===== config.mk =====
export PLATFORM = sky130hd
export DESIGN_NAME = pmbus_cfg_bank
export DESIGN_NICKNAME = d
export VERILOG_FILES = /design/src/rtl/pmbus_cfg_pkg.sv /design/src/rtl/restore_if.sv /design/src/rtl/ov_limit_cap.sv /design/src/rtl/pmbus_cfg_bank.sv /design/src/rtl/restore_timer.sv
export SDC_FILE = /design/constraint.sdc
export NUM_CORES = 1
export LEC_CHECK = 0
export BUFFER_PORTS_ARGS = -buffer_cell sky130_fd_sc_hd__clkbuf_2
export CORE_MARGIN = 2
export CORE_UTILIZATION = 30
export DETAILED_ROUTE_END_ITERATION = 8
export PLACE_DENSITY = 0.44
export SYNTH_ARGS = -nofsm -noshare
export SYNTH_HDL_FRONTEND = slang
export SYNTH_SLANG_ARGS = --single-unit

===== constraint.sdc =====
create_clock -name core_clk_i -period 5.15 [get_ports core_clk_i]
set_clock_uncertainty 0.15 [all_clocks]
set_input_delay 0.2575 -clock core_clk_i [delete_from_list [all_inputs] [get_ports core_clk_i]]
set_output_delay 0.2575 -clock core_clk_i [all_outputs]
set_load 0.02 [all_outputs]

===== src/rtl/pmbus_cfg_pkg.sv =====
// Constants and types for the PMBus configuration command bank
// Operation
// Restore-all reloads every operating parameter from stored defaults within 200 ms
// Host sends nothing further until the restore execution time has passed
// Output format register is read-only 0x14: linear mode, exponent -12
// Set point is unsigned mantissa, default 0xc000, accepted 9.5 V to 12 V
// Calibration offset accepts -0.25 V to +0.25 V; writes lockable by device type
// Margin levels accept 9.5 V to 12 V, low strictly below high
// Droop accepts 0 to 50.0 mV per ampere
// Input on/off accept 40 V to 46 V; on stays 2 V above off
// Overvoltage limit accepts 10.9 V to 15.99 V and must exceed set point
// Effective overvoltage limit capped at set point plus 3 V, at most 15.99 V
// Overvoltage response bits 7:6 read-only, fixed at 10
// Retry field bits 5:3 accepts only 000 or 111
// Delay bits 2:0 of each fault response read-only zero
// Overvoltage response defaults to 1011_1000
// Overcurrent limit accepts 26 A to 80.4 A, above warning limit
// Overcurrent response bits 7:6 fixed 11, retry writable, default 1111_1000
// Overcurrent warning accepts 20 A to 74 A, below fault limit
// Communication status holds bad command bit 7, bad data bit 6, PEC bit 5
// Out-of-range or cross-check-failing write rejected, old value kept, bad data flagged
// Writes to read-only bits leave them unchanged, writable bits update
package pmbus_cfg_pkg;
   // ----------------------------------------
   // Command codes
   // ----------------------------------------
   localparam logic [7:0] CMD_RESTORE = 8'h12;
   localparam logic [7:0] CMD_MODE = 8'h20;
   localparam logic [7:0] CMD_SETPOINT = 8'h21;
   localparam logic [7:0] CMD_CAL = 8'h23;
   localparam logic [7:0] CMD_MRG_HI = 8'h25;
   localparam logic [7:0] CMD_MRG_LO = 8'h26;
   localparam logic [7:0] CMD_DROOP = 8'h28;
   localparam logic [7:0] CMD_TURN_ON = 8'h35;
   localparam logic [7:0] CMD_TURN_OFF = 8'h36;
   localparam logic [7:0] CMD_OV_LIM = 8'h40;
   localparam logic [7:0] CMD_OV_ACT = 8'h41;
   localparam logic [7:0] CMD_OC_LIM = 8'h46;
   localparam logic [7:0] CMD_OC_ACT = 8'h47;
   localparam logic [7:0] CMD_OC_WARN = 8'h4a;
   localparam logic [7:0] CMD_COMM_STAT = 8'h7e;
   // ----------------------------------------
   // Storage indices
   // ----------------------------------------
   typedef enum logic [3:0] {
      IDX_SETPOINT, IDX_CAL, IDX_MRG_HI, IDX_MRG_LO, IDX_DROOP, IDX_TURN_ON,
      IDX_TURN_OFF, IDX_OV_LIM, IDX_OV_ACT, IDX_OC_LIM, IDX_OC_ACT, IDX_OC_WARN
   } reg_idx_e;
   localparam int NUM_REGS = 12;
   // ----------------------------------------
   // Value scales: volts x4096, amps and input volts x10, droop x10
   // ----------------------------------------
   localparam logic [7:0] MODE_VALUE = 8'h14;
   localparam logic [15:0] VOUT_MIN = 16'h9800;
   localparam logic [15:0] VOUT_MAX = 16'hc000;
   localparam logic signed [15:0] CAL_MIN = 16'shfc00;
   localparam logic signed [15:0] CAL_MAX = 16'sh0400;
   localparam logic [15:0] DROOP_MAX = 16'h01f4;
   localparam logic [15:0] VIN_MIN = 16'h0190;
   localparam logic [15:0] VIN_MAX = 16'h01cc;
   localparam logic [15:0] VIN_GAP = 16'h0014;
   localparam logic [15:0] OV_MIN = 16'hae67;
   localparam logic [15:0] OV_MAX = 16'hffd7;
   localparam logic [15:0] OV_HEADROOM = 16'h3000;
   localparam logic [15:0] OC_MIN = 16'h0104;
   localparam logic [15:0] OC_MAX = 16'h0324;
   localparam logic [15:0] WARN_MIN = 16'h00c8;
   localparam logic [15:0] WARN_MAX = 16'h02e4;
   // ----------------------------------------
   // Fault response fields
   // ----------------------------------------
   localparam int RSP_LSB = 6;
   localparam int RETRY_LSB = 3;
   localparam logic [1:0] OV_RSP = 2'h2;
   localparam logic [1:0] OC_RSP = 2'h3;
   localparam logic [2:0] RETRY_NONE = 3'h0;
   localparam logic [2:0] RETRY_CONT = 3'h7;
   localparam logic [2:0] DELAY_ZERO = 3'h0;
   // ----------------------------------------
   // Defaults held in nonvolatile memory
   // ----------------------------------------
   localparam logic [15:0] DEF_SETPOINT = 16'hc000;
   localparam logic [15:0] DEF_CAL = 16'h0000;
   localparam logic [15:0] DEF_MRG_HI = 16'hc000;
   localparam logic [15:0] DEF_MRG_LO = 16'hb800;
   localparam logic [15:0] DEF_DROOP = 16'h0000;
   localparam logic [15:0] DEF_TURN_ON = 16'h01b8;
   localparam logic [15:0] DEF_TURN_OFF = 16'h01a4;
   localparam logic [15:0] DEF_OV_LIM = 16'he000;
   localparam logic [15:0] DEF_OV_ACT = 16'h00b8;
   localparam logic [15:0] DEF_OC_LIM = 16'h0320;
   localparam logic [15:0] DEF_OC_ACT = 16'h00f8;
   localparam logic [15:0] DEF_OC_WARN = 16'h02bc;
   // ----------------------------------------
   // Communication status bits
   // ----------------------------------------
   localparam int CML_CMD = 7;
   localparam int CML_DATA = 6;
   localparam int CML_PEC = 5;
   // ----------------------------------------
   // Timing
   // ----------------------------------------
   localparam int RESTORE_TIME_MS = 200;
   localparam int CLK_FREQ_KHZ = 20000;
   localparam int RESTORE_CYCLES = RESTORE_TIME_MS * CLK_FREQ_KHZ;
endpackage


===== src/rtl/restore_if.sv =====
// Handshake between command bank and restore timer
`timescale 1ns/1ps
interface restore_if;
   logic start;
   logic busy;
   logic done;
   modport ctrl (output start, input busy, input done);
   modport timer (input start, output busy, output done);
endinterface


===== src/rtl/ov_limit_cap.sv =====
// Effective overvoltage limit: user limit capped by set point headroom
`timescale 1ns/1ps
module ov_limit_cap (
   // Values
   input wire logic [15:0] setpoint_i,
   input wire logic [15:0] user_limit_i,
   // Result
   output logic [15:0] eff_limit_o
);
   logic [16:0] sum;
   logic [15:0] cap;

   always_comb
   begin
      sum = {1'b0, setpoint_i} + {1'b0, pmbus_cfg_pkg::OV_HEADROOM};
      // Wide sum so the ceiling still wins if the set point is high
      if (sum > {1'b0, pmbus_cfg_pkg::OV_MAX})
      begin
         cap = pmbus_cfg_pkg::OV_MAX;
      end
      else
      begin
         cap = sum[15:0];
      end
      eff_limit_o = (user_limit_i < cap) ? user_limit_i : cap;
   end
endmodule


===== src/rtl/pmbus_cfg_bank.sv =====
// PMBus configuration command bank with range and cross checks
`timescale 1ns/1ps
module pmbus_cfg_bank #(
   parameter int RESTORE_CYCLES = pmbus_cfg_pkg::RESTORE_CYCLES
) (
   // Clock and reset
   input wire logic core_clk_i,
   input wire logic rst_b_i,
   // Decoded PMBus command port
   input wire logic cmd_valid_i,
   input wire logic cmd_write_i,
   input wire logic [7:0] cmd_code_i,
   input wire logic [15:0] cmd_wdata_i,
   input wire logic cmd_pec_err_i,
   output logic rsp_valid_o,
   output logic [15:0] rsp_data_o,
   // Device-type strap
   input wire logic cal_lock_i,
   // Status
   output logic busy_o,
   output logic [7:0] comm_status_o,
   // Settings to the power stage
   output logic [15:0] setpoint_o,
   output logic [15:0] ov_limit_eff_o,
   output logic [2:0] ov_retry_o,
   output logic [2:0] oc_retry_o
);
   // ----------------------------------------
   // Storage and handshake
   // ----------------------------------------
   logic [15:0] regs_q [pmbus_cfg_pkg::NUM_REGS];
   logic [7:0] cml_q;
   logic rsp_valid_q;
   logic [15:0] rsp_data_q;
   logic [15:0] eff_limit;
   logic [15:0] eff_limit_q;
   restore_if rif ();

   // ----------------------------------------
   // Decoding
   // ----------------------------------------
   function automatic logic code_hit(input logic [7:0] code);
      unique case (code)
         pmbus_cfg_pkg::CMD_SETPOINT, pmbus_cfg_pkg::CMD_CAL,
         pmbus_cfg_pkg::CMD_MRG_HI, pmbus_cfg_pkg::CMD_MRG_LO,
         pmbus_cfg_pkg::CMD_DROOP, pmbus_cfg_pkg::CMD_TURN_ON,
         pmbus_cfg_pkg::CMD_TURN_OFF, pmbus_cfg_pkg::CMD_OV_LIM,
         pmbus_cfg_pkg::CMD_OV_ACT, pmbus_cfg_pkg::CMD_OC_LIM,
         pmbus_cfg_pkg::CMD_OC_ACT, pmbus_cfg_pkg::CMD_OC_WARN:
            code_hit = 1'b1;
         default:
            code_hit = 1'b0;
      endcase
   endfunction

   function automatic pmbus_cfg_pkg::reg_idx_e code_idx(input logic [7:0] code);
      unique case (code)
         pmbus_cfg_pkg::CMD_CAL: code_idx = pmbus_cfg_pkg::IDX_CAL;
         pmbus_cfg_pkg::CMD_MRG_HI: code_idx = pmbus_cfg_pkg::IDX_MRG_HI;
         pmbus_cfg_pkg::CMD_MRG_LO: code_idx = pmbus_cfg_pkg::IDX_MRG_LO;
         pmbus_cfg_pkg::CMD_DROOP: code_idx = pmbus_cfg_pkg::IDX_DROOP;
         pmbus_cfg_pkg::CMD_TURN_ON: code_idx = pmbus_cfg_pkg::IDX_TURN_ON;
         pmbus_cfg_pkg::CMD_TURN_OFF: code_idx = pmbus_cfg_pkg::IDX_TURN_OFF;
         pmbus_cfg_pkg::CMD_OV_LIM: code_idx = pmbus_cfg_pkg::IDX_OV_LIM;
         pmbus_cfg_pkg::CMD_OV_ACT: code_idx = pmbus_cfg_pkg::IDX_OV_ACT;
         pmbus_cfg_pkg::CMD_OC_LIM: code_idx = pmbus_cfg_pkg::IDX_OC_LIM;
         pmbus_cfg_pkg::CMD_OC_ACT: code_idx = pmbus_cfg_pkg::IDX_OC_ACT;
         pmbus_cfg_pkg::CMD_OC_WARN: code_idx = pmbus_cfg_pkg::IDX_OC_WARN;
         default: code_idx = pmbus_cfg_pkg::IDX_SETPOINT;
      endcase
   endfunction

   function automatic logic [15:0] def_value(input int idx);
      unique case (idx)
         int'(pmbus_cfg_pkg::IDX_CAL): def_value = pmbus_cfg_pkg::DEF_CAL;
         int'(pmbus_cfg_pkg::IDX_MRG_HI): def_value = pmbus_cfg_pkg::DEF_MRG_HI;
         int'(pmbus_cfg_pkg::IDX_MRG_LO): def_value = pmbus_cfg_pkg::DEF_MRG_LO;
         int'(pmbus_cfg_pkg::IDX_DROOP): def_value = pmbus_cfg_pkg::DEF_DROOP;
         int'(pmbus_cfg_pkg::IDX_TURN_ON): def_value = pmbus_cfg_pkg::DEF_TURN_ON;
         int'(pmbus_cfg_pkg::IDX_TURN_OFF): def_value = pmbus_cfg_pkg::DEF_TURN_OFF;
         int'(pmbus_cfg_pkg::IDX_OV_LIM): def_value = pmbus_cfg_pkg::DEF_OV_LIM;
         int'(pmbus_cfg_pkg::IDX_OV_ACT): def_value = pmbus_cfg_pkg::DEF_OV_ACT;
         int'(pmbus_cfg_pkg::IDX_OC_LIM): def_value = pmbus_cfg_pkg::DEF_OC_LIM;
         int'(pmbus_cfg_pkg::IDX_OC_ACT): def_value = pmbus_cfg_pkg::DEF_OC_ACT;
         int'(pmbus_cfg_pkg::IDX_OC_WARN): def_value = pmbus_cfg_pkg::DEF_OC_WARN;
         default: def_value = pmbus_cfg_pkg::DEF_SETPOINT;
      endcase
   endfunction

   function automatic logic retry_ok(input logic [15:0] d);
      retry_ok = (d[pmbus_cfg_pkg::RETRY_LSB +: 3] == pmbus_cfg_pkg::RETRY_NONE)
         || (d[pmbus_cfg_pkg::RETRY_LSB +: 3] == pmbus_cfg_pkg::RETRY_CONT);
   endfunction

   // ----------------------------------------
   // Request classification
   // ----------------------------------------
   logic take;
   logic hit;
   pmbus_cfg_pkg::reg_idx_e idx;
   logic data_ok;
   logic bad_cmd;
   logic do_write;
   logic do_restore;
   logic [15:0] merged;
   logic signed [15:0] sdata;

   assign take = cmd_valid_i && !cmd_pec_err_i;
   assign hit = code_hit(cmd_code_i);
   assign idx = code_idx(cmd_code_i);
   assign sdata = cmd_wdata_i;

   always_comb
   begin
      // Read-only bits are forced back, writable retry bits pass
      merged = cmd_wdata_i;
      if (idx == pmbus_cfg_pkg::IDX_OV_ACT)
      begin
         merged = {8'h00, pmbus_cfg_pkg::OV_RSP, cmd_wdata_i[5:3],
                   pmbus_cfg_pkg::DELAY_ZERO}; // see R11 see R13
      end
      else if (idx == pmbus_cfg_pkg::IDX_OC_ACT)
      begin
         merged = {8'h00, pmbus_cfg_pkg::OC_RSP, cmd_wdata_i[5:3],
                   pmbus_cfg_pkg::DELAY_ZERO}; // see R16 see R13
      end
   end

   always_comb
   begin
      data_ok = 1'b0;
      unique case (idx)
         pmbus_cfg_pkg::IDX_SETPOINT:
            data_ok = cmd_wdata_i >= pmbus_cfg_pkg::VOUT_MIN
               && cmd_wdata_i <= pmbus_cfg_pkg::VOUT_MAX;
         pmbus_cfg_pkg::IDX_CAL:
            data_ok = sdata >= pmbus_cfg_pkg::CAL_MIN
               && sdata <= pmbus_cfg_pkg::CAL_MAX;
         pmbus_cfg_pkg::IDX_MRG_HI:
            data_ok = cmd_wdata_i >= pmbus_cfg_pkg::VOUT_MIN
               && cmd_wdata_i <= pmbus_cfg_pkg::VOUT_MAX
               && cmd_wdata_i > regs_q[pmbus_cfg_pkg::IDX_MRG_LO];
         pmbus_cfg_pkg::IDX_MRG_LO:
            data_ok = cmd_wdata_i >= pmbus_cfg_pkg::VOUT_MIN
               && cmd_wdata_i <= pmbus_cfg_pkg::VOUT_MAX
               && cmd_wdata_i < regs_q[pmbus_cfg_pkg::IDX_MRG_HI];
         pmbus_cfg_pkg::IDX_DROOP:
            data_ok = cmd_wdata_i <= pmbus_cfg_pkg::DROOP_MAX;
         pmbus_cfg_pkg::IDX_TURN_ON:
            data_ok = cmd_wdata_i >= pmbus_cfg_pkg::VIN_MIN
               && cmd_wdata_i <= pmbus_cfg_pkg::VIN_MAX
               && cmd_wdata_i >= regs_q[pmbus_cfg_pkg::IDX_TURN_OFF]
                  + pmbus_cfg_pkg::VIN_GAP;
         pmbus_cfg_pkg::IDX_TURN_OFF:
            data_ok = cmd_wdata_i >= pmbus_cfg_pkg::VIN_MIN
               && cmd_wdata_i <= pmbus_cfg_pkg::VIN_MAX
               && cmd_wdata_i + pmbus_cfg_pkg::VIN_GAP
                  <= regs_q[pmbus_cfg_pkg::IDX_TURN_ON];
         pmbus_cfg_pkg::IDX_OV_LIM:
            data_ok = cmd_wdata_i >= pmbus_cfg_pkg::OV_MIN
               && cmd_wdata_i <= pmbus_cfg_pkg::OV_MAX
               && cmd_wdata_i > regs_q[pmbus_cfg_pkg::IDX_SETPOINT];
         pmbus_cfg_pkg::IDX_OV_ACT,
         pmbus_cfg_pkg::IDX_OC_ACT:
            data_ok = retry_ok(cmd_wdata_i);
         pmbus_cfg_pkg::IDX_OC_LIM:
            data_ok = cmd_wdata_i >= pmbus_cfg_pkg::OC_MIN
               && cmd_wdata_i <= pmbus_cfg_pkg::OC_MAX
               && cmd_wdata_i > regs_q[pmbus_cfg_pkg::IDX_OC_WARN];
         pmbus_cfg_pkg::IDX_OC_WARN:
            data_ok = cmd_wdata_i >= pmbus_cfg_pkg::WARN_MIN
               && cmd_wdata_i <= pmbus_cfg_pkg::WARN_MAX
               && cmd_wdata_i < regs_q[pmbus_cfg_pkg::IDX_OC_LIM];
      endcase
   end

   always_comb
   begin
      bad_cmd = 1'b0;
      do_write = 1'b0;
      do_restore = 1'b0;
      if (take)
      begin
         if (rif.busy)
         begin
            // Host is expected to stay quiet; anything arriving is refused
            bad_cmd = 1'b1;
         end
         else if (cmd_code_i == pmbus_cfg_pkg::CMD_RESTORE)
         begin
            do_restore = cmd_write_i;
            bad_cmd = !cmd_write_i;
         end
         else if (cmd_code_i == pmbus_cfg_pkg::CMD_MODE)
         begin
            bad_cmd = cmd_write_i;
         end
         else if (cmd_code_i == pmbus_cfg_pkg::CMD_COMM_STAT)
         begin
            bad_cmd = 1'b0;
         end
         else if (!hit)
         begin
            bad_cmd = 1'b1;
         end
         else if (cmd_write_i && idx == pmbus_cfg_pkg::IDX_CAL && cal_lock_i)
         begin
            bad_cmd = 1'b1;
         end
         else
         begin
            do_write = cmd_write_i;
         end
      end
   end

   assign rif.start = do_restore;

   // ----------------------------------------
   // Parameter storage
   // ----------------------------------------
   generate
      for (genvar g = 0; g < pmbus_cfg_pkg::NUM_REGS; g++)
      begin : g_reg
         always_ff @(posedge core_clk_i)
         begin
            if (!rst_b_i || rif.done)
            begin
               regs_q[g] <= def_value(g); // see R1 see R14
            end
            else if (do_write && data_ok && int'(idx) == g)
            begin
               regs_q[g] <= merged;
            end
         end
      end
   endgenerate

   // ----------------------------------------
   // Communication status, set wins over clear
   // ----------------------------------------
   always_ff @(posedge core_clk_i)
   begin
      if (!rst_b_i)
      begin
         cml_q <= 8'h00;
      end
      else
      begin
         for (int b = 0; b < 8; b++)
         begin
            if (take && cmd_write_i && !rif.busy
                && cmd_code_i == pmbus_cfg_pkg::CMD_COMM_STAT && cmd_wdata_i[b])
            begin
               cml_q[b] <= 1'b0;
            end
         end
         if (cmd_valid_i && cmd_pec_err_i)
         begin
            cml_q[pmbus_cfg_pkg::CML_PEC] <= 1'b1;
         end
         if (bad_cmd)
         begin
            cml_q[pmbus_cfg_pkg::CML_CMD] <= 1'b1;
         end
         if (do_write && !data_ok)
         begin
            cml_q[pmbus_cfg_pkg::CML_DATA] <= 1'b1;
         end
      end
   end

   // ----------------------------------------
   // Read answer
   // ----------------------------------------
   always_ff @(posedge core_clk_i)
   begin
      if (!rst_b_i)
      begin
         rsp_valid_q <= 1'b0;
         rsp_data_q <= 16'h0000;
      end
      else
      begin
         rsp_valid_q <= cmd_valid_i;
         if (!take || rif.busy || cmd_write_i)
         begin
            rsp_data_q <= 16'h0000;
         end
         else if (cmd_code_i == pmbus_cfg_pkg::CMD_MODE)
         begin
            rsp_data_q <= {8'h00, pmbus_cfg_pkg::MODE_VALUE};
         end
         else if (cmd_code_i == pmbus_cfg_pkg::CMD_COMM_STAT)
         begin
            rsp_data_q <= {8'h00, cml_q};
         end
         else if (hit)
         begin
            rsp_data_q <= regs_q[idx];
         end
         else
         begin
            rsp_data_q <= 16'h0000;
         end
      end
   end

   // ----------------------------------------
   // Helpers and outputs
   // ----------------------------------------
   restore_timer #(
      .RESTORE_CYCLES(RESTORE_CYCLES)
   ) u_timer (
      .core_clk_i(core_clk_i),
      .rst_b_i(rst_b_i),
      .rif(rif)
   );

   ov_limit_cap u_cap (
      .setpoint_i(regs_q[pmbus_cfg_pkg::IDX_SETPOINT]),
      .user_limit_i(regs_q[pmbus_cfg_pkg::IDX_OV_LIM]),
      .eff_limit_o(eff_limit)
   );

   // One cycle behind storage so the stage sees a settled limit
   always_ff @(posedge core_clk_i)
   begin
      if (!rst_b_i)
      begin
         eff_limit_q <= pmbus_cfg_pkg::DEF_OV_LIM;
      end
      else
      begin
         eff_limit_q <= eff_limit;
      end
   end

   assign rsp_valid_o = rsp_valid_q;
   assign rsp_data_o = rsp_data_q;
   assign busy_o = rif.busy;
   assign comm_status_o = cml_q;
   assign setpoint_o = regs_q[pmbus_cfg_pkg::IDX_SETPOINT];
   assign ov_limit_eff_o = eff_limit_q;
   assign ov_retry_o = regs_q[pmbus_cfg_pkg::IDX_OV_ACT][pmbus_cfg_pkg::RETRY_LSB +: 3];
   assign oc_retry_o = regs_q[pmbus_cfg_pkg::IDX_OC_ACT][pmbus_cfg_pkg::RETRY_LSB +: 3];
endmodule


===== src/rtl/restore_timer.sv =====
// Execution timer for the restore-all command
`timescale 1ns/1ps
module restore_timer #(
   parameter int RESTORE_CYCLES = pmbus_cfg_pkg::RESTORE_CYCLES
) (
   // Clock and reset
   input wire logic core_clk_i,
   input wire logic rst_b_i,
   // Handshake
   restore_if.timer rif
);
   logic [31:0] cnt_q;

   always_ff @(posedge core_clk_i)
   begin
      if (!rst_b_i)
      begin
         cnt_q <= 32'h0000_0000;
         rif.busy <= 1'b0;
         rif.done <= 1'b0;
      end
      else
      begin
         rif.done <= 1'b0;
         if (rif.start && !rif.busy)
         begin
            rif.busy <= 1'b1;
            cnt_q <= 32'h0000_0001;
         end
         else if (rif.busy)
         begin
            // Busy spans the load edge, so no command lands only to be overwritten
            if (rif.done)
            begin
               rif.busy <= 1'b0;
            end
            else if (cnt_q >= 32'(RESTORE_CYCLES - 1))
            begin
               // Load then falls on the last cycle of the budget
               rif.done <= 1'b1;
            end
            else
            begin
               cnt_q <= cnt_q + 32'h0000_0001;
            end
         end
      end
   end
endmodule

==> run_results.csv <==
group,metric,value,unit
outcome,status,"finished clean",
sta,fmax,0.211,GHz
yosys,synthMuxAreaShare,1.50,%
yosys,synth_seq_cells,262,
setup_path,crit_start,"regs_q[0][12]$_SDFFCE_PN0P_",
placement,numPortBuffers,88,
setup_path,worst-r2r-setup-slack,410,ps
grt,overflow,0,
setup_path,cp.required,5440,ps
grt,grt_pass1_wl,89.1,mm
yosys,synth_compound_area_share,12.7,%
drt,wl,59.8,mm
sta,post-route-period-util,92.1,%
pwr,clkPwrFrac,44.5,%
floorplanning,ioPinCount,94,
floorplanning,die_w,235,um
hold_path,min_path_type,"input pin to flip-flop",
grt,grt_max_degree,92,
setup_path,cp-end-kind,"flip-flop",
drt,drt_iter0_markers,1122,
grt,grt_pass1_vias,13435,
setup_path,critPathKind,"flip-flop to flip-flop",
yosys,synth_cells,1650,
pwr,p_int,3910,uW
drt,firstDrtPassIters,7,
final_layout,seq_area,0.00717,mm^2
sta,maxSlewViolCount,0,
placement,gp_congestion,0.884,
floorplanning,start_util,30.4,%
clock_tree,insertion_delay,550,ps
pwr,power_leakage,0.00732,uW
run,maxCapViolCount,0,
yosys,ys_seq_area_share,44.6,%
setup_path,r2r_end,"ov_limit_eff_o[0]$_SDFF_PN0_",
final_layout,fill_cells,5372,
clock_tree,clock_path_buffers,3,
drt,ant_nets,0,
setup_path,cp_cell_sequence,"inv_1, ha_1, or4_1, a221oi_1, a31oi_1, and2b_1, and2_1, ha_1, a21o_1, a21o_1, a221oi_1, o21ai_1, a2111oi_2, nor3_2, buf_4, a311oi_1",
clock_tree,cts_buffers,35,
placement,dp_slack,324,ps
pwr,swShare,27.1,%
yosys,synth.distinct_cells,83,
sta,finalSetupTns,0,ps
sta,hold_violations,0,
pwr,combPwrFrac,11.4,%
setup_path,start_kind,"flip-flop",
setup_path,endpoint,"ov_limit_eff_o[0]$_SDFF_PN0_",
yosys,synth_top_family_by_area,"simple AND/OR/NAND/NOR gates",
clock_tree,clk_pin_slew_worst_paths,60,ps
sta,fin_ws,408,ps
yosys,synthSimpleGateAreaFrac,22.6,%
clock_tree,root_buffer,"clkbuf_16",
grt,antenna_found_initial,1,
drt,viasPerCell,5.29,
setup_path,worstPathMaxFanout,32,
pwr,power_frac_seq,44.1,%
floorplanning,row_count,84,
yosys,synth_xor_area_share,2.13,%
floorplanning,fp.dieH,235,um
drt,drc_errors,0,
pwr,p_sw,1450,uW
clock_tree,cts_tree,"yes",
final_layout,drive_gt1_share,16.2,%
clock_tree,clock_sinks,262,
clock_tree,postCtsSetupBuffers,0,
yosys,synth_ff_type,"edfxtp_1",
final_layout,design_area,0.0188,mm^2
drt,wl_per_cell,23.7,um
sta,slew_headroom,10.1,%
final_layout,area_growth,17.1,%
floorplanning,core-area,0.0528,mm^2
final_layout,fin_nets,1965,
yosys,async_reset_ff_share,0,%
setup_path,reg2reg_depth,16,
pwr,ir_worst_vdd,0.178,mV
yosys,yosys.area_share.adder,10.4,%
clock_tree,htree_levels,2,
setup_path,cpMaxStageDelayCell,"or4_1",
yosys,syn_avg_cell_area,9.74,um^2
yosys,synth_area,0.0161,mm^2
floorplanning,die_area,0.0554,mm^2
placement,place_hpwl,44.0,mm
grt,grt.total_usage,21.5,%
setup_path,cpPeakStageDelay,570,ps
drt,vias,13324,
placement,placed_cell_area,0.0177,mm^2
sta,whs,50.4,ps
yosys,synth_warnings,0,
sta,tightest_slew,1350,ps
sta,setup_viol,0,
setup_path,crit_arrival,5030,ps
pwr,powerDensity,285,mW/mm^2
final_layout,multi_input_area,0.00828,mm^2
sta,fin_crit,4740,ps
yosys,synth_edf_count,192,
setup_path,rr_startpoint,"regs_q[0][12]$_SDFFCE_PN0P_",
## cells by family (layout without fill, tap and decap cells)
logic type,count (synthesis),after routing
xor+xnor,39,39
mux,24,24
buf+inv,225,334
compound gates,304,304
other cells,2,73
flops,262,262
fa+ha+maj,133,133
simple gates,661,661
## worst max-delay path: cells and delay by family (launching register included)
| family | cells | cell delay [ps] |
|---|---|---|
| buffers and inverters | 2 | 420 |
| flip-flops | 1 | 450 |
| adder cells (fa/ha/maj) | 2 | 550 |
| AO/OA/AOI/OAI | 8 | 1920 |
| AND/OR/NAND/NOR | 4 | 1150 |
## cell usage after synthesis, types with 27 or more instances
library cell | instances | area, um^2
a21oi_1 | 76 | 380
buf_2 | 29 | 145
clkbuf_1 | 58 | 218
dfxtp_1 | 70 | 1400
edfxtp_1 | 192 | 5770
ha_1 | 133 | 1660
inv_1 | 113 | 424
nand2_1 | 198 | 743
nand3_1 | 82 | 410
nand4_1 | 45 | 282
nor2_1 | 125 | 469
nor3_1 | 30 | 150
nor4_2 | 51 | 638
o211ai_1 | 36 | 270
o21ai_0 | 55 | 275
xor2_1 | 27 | 236
## power groups by stage
stage / Combinational [uW] / Sequential, uW / Clock [uW]
after floorplan: 354 / 2420 / 0
after global placement: 602 / 2410 / 0
after detailed placement: 608 / 2410 / 0
after CTS: 612 / 2370 / 2460
after global routing: 678 / 2370 / 2520
final: 614 / 2370 / 2390
## sequential cells by signal (all words and copies together) (netlist names)
register          flops
u_timer.cnt_q        32
regs_q              192
u_timer.rif.busy      1
rsp_valid_o           1
ov_limit_eff_o       16
comm_status_o         3
rsp_data_o           16
u_timer.rif.done      1
## what timing repair did
item / CTS / global route
hold buffers: 2 / 0
resized for setup: 0 / 3
endpoints found under the setup margin: 0 / 16
endpoints found under the hold margin: 2 / 0
## layout make-up
class                   count  area share, %
inverters                 114           2.27
multi-input cells        1233           44.0
flip-flops and latches    262           38.1
repair buffers            156           5.21
diodes                      1         0.0133
clock buffers              43           4.98
clock inverters            21          0.845
well taps                 688           4.58
## metal layers
| layer | global-route usage [%] | share of wire (%) |
|---|---|---|
| met1 | 28.7 | 44 |
| met2 | 35.6 | 47 |
| met3 | 3.92 | 6.6 |
| met4 | 5.93 | 2.2 |
| met5 | 0 | 0 |
## worst min path at each step
| stage | startpoint | endpoint | slack (ps) | cells past startpoint |
|---|---|---|---|---|
| 2_1_floorplan | cmd_valid_i | rsp_valid_o$_SDFF_PN0_ | 230 | 1 |
| 3_5_place_dp | u_timer.cnt_q[24]$_SDFFE_PP0P_ | u_timer.cnt_q[24]$_SDFFE_PP0P_ | 320 | 1 |
| 5_1_grt | cmd_wdata_i[3] | regs_q[5][3]$_SDFFCE_PN1P_ | 60 | 2 |
| 3_3_place_gp | u_timer.cnt_q[21]$_SDFFE_PP0P_ | u_timer.cnt_q[21]$_SDFFE_PP0P_ | 310 | 2 |
| 4_1_cts | cmd_wdata_i[3] | regs_q[5][3]$_SDFFCE_PN1P_ | 20 | 2 |
| 6_report | cmd_wdata_i[3] | regs_q[5][3]$_SDFFCE_PN1P_ | 50 | 2 |
## cell usage in the layout, fill, tap and decap left out, drive strengths merged, types with 7 or more instances in the layout
master   synthesis  routed
conb             2      72
dfxtp           70      70
nand4           46      46
buf             53      66
clkbuf          58     131
nand2          199     199
clkinv           0      15
nand2b           7       7
and3            25      25
o31ai           16      16
ha             133     133
inv            114     117
nor2           126     126
or3             11      11
a32oi            9       9
a31oi           13      13
a2111oi          8       8
xor2            27      27
o21ai           58      58
nor3            32      32
mux2i           24      24
nand3           83      83
or4             11      11
xnor2           12      12
nor4            75      75
o211ai          37      37
nor2b            9       9
a21o            17      17
a211oi          24      24
edfxtp         192     192
a21oi           76      76
and2             7       7
## metrics by stage
stage | power (uW) | util, % | std cells
6_report | 5370 | 35.7 | 2518
2_1_floorplan | 2770 | - | 1720
5_1_grt | 5570 | 35.7 | 2517
3_3_place_gp | 3010 | 33.5 | 2451
4_1_cts | 5440 | 35.6 | 2517
3_5_place_dp | 3020 | 33.5 | 2451
Power figures use the tool's default switching activity.
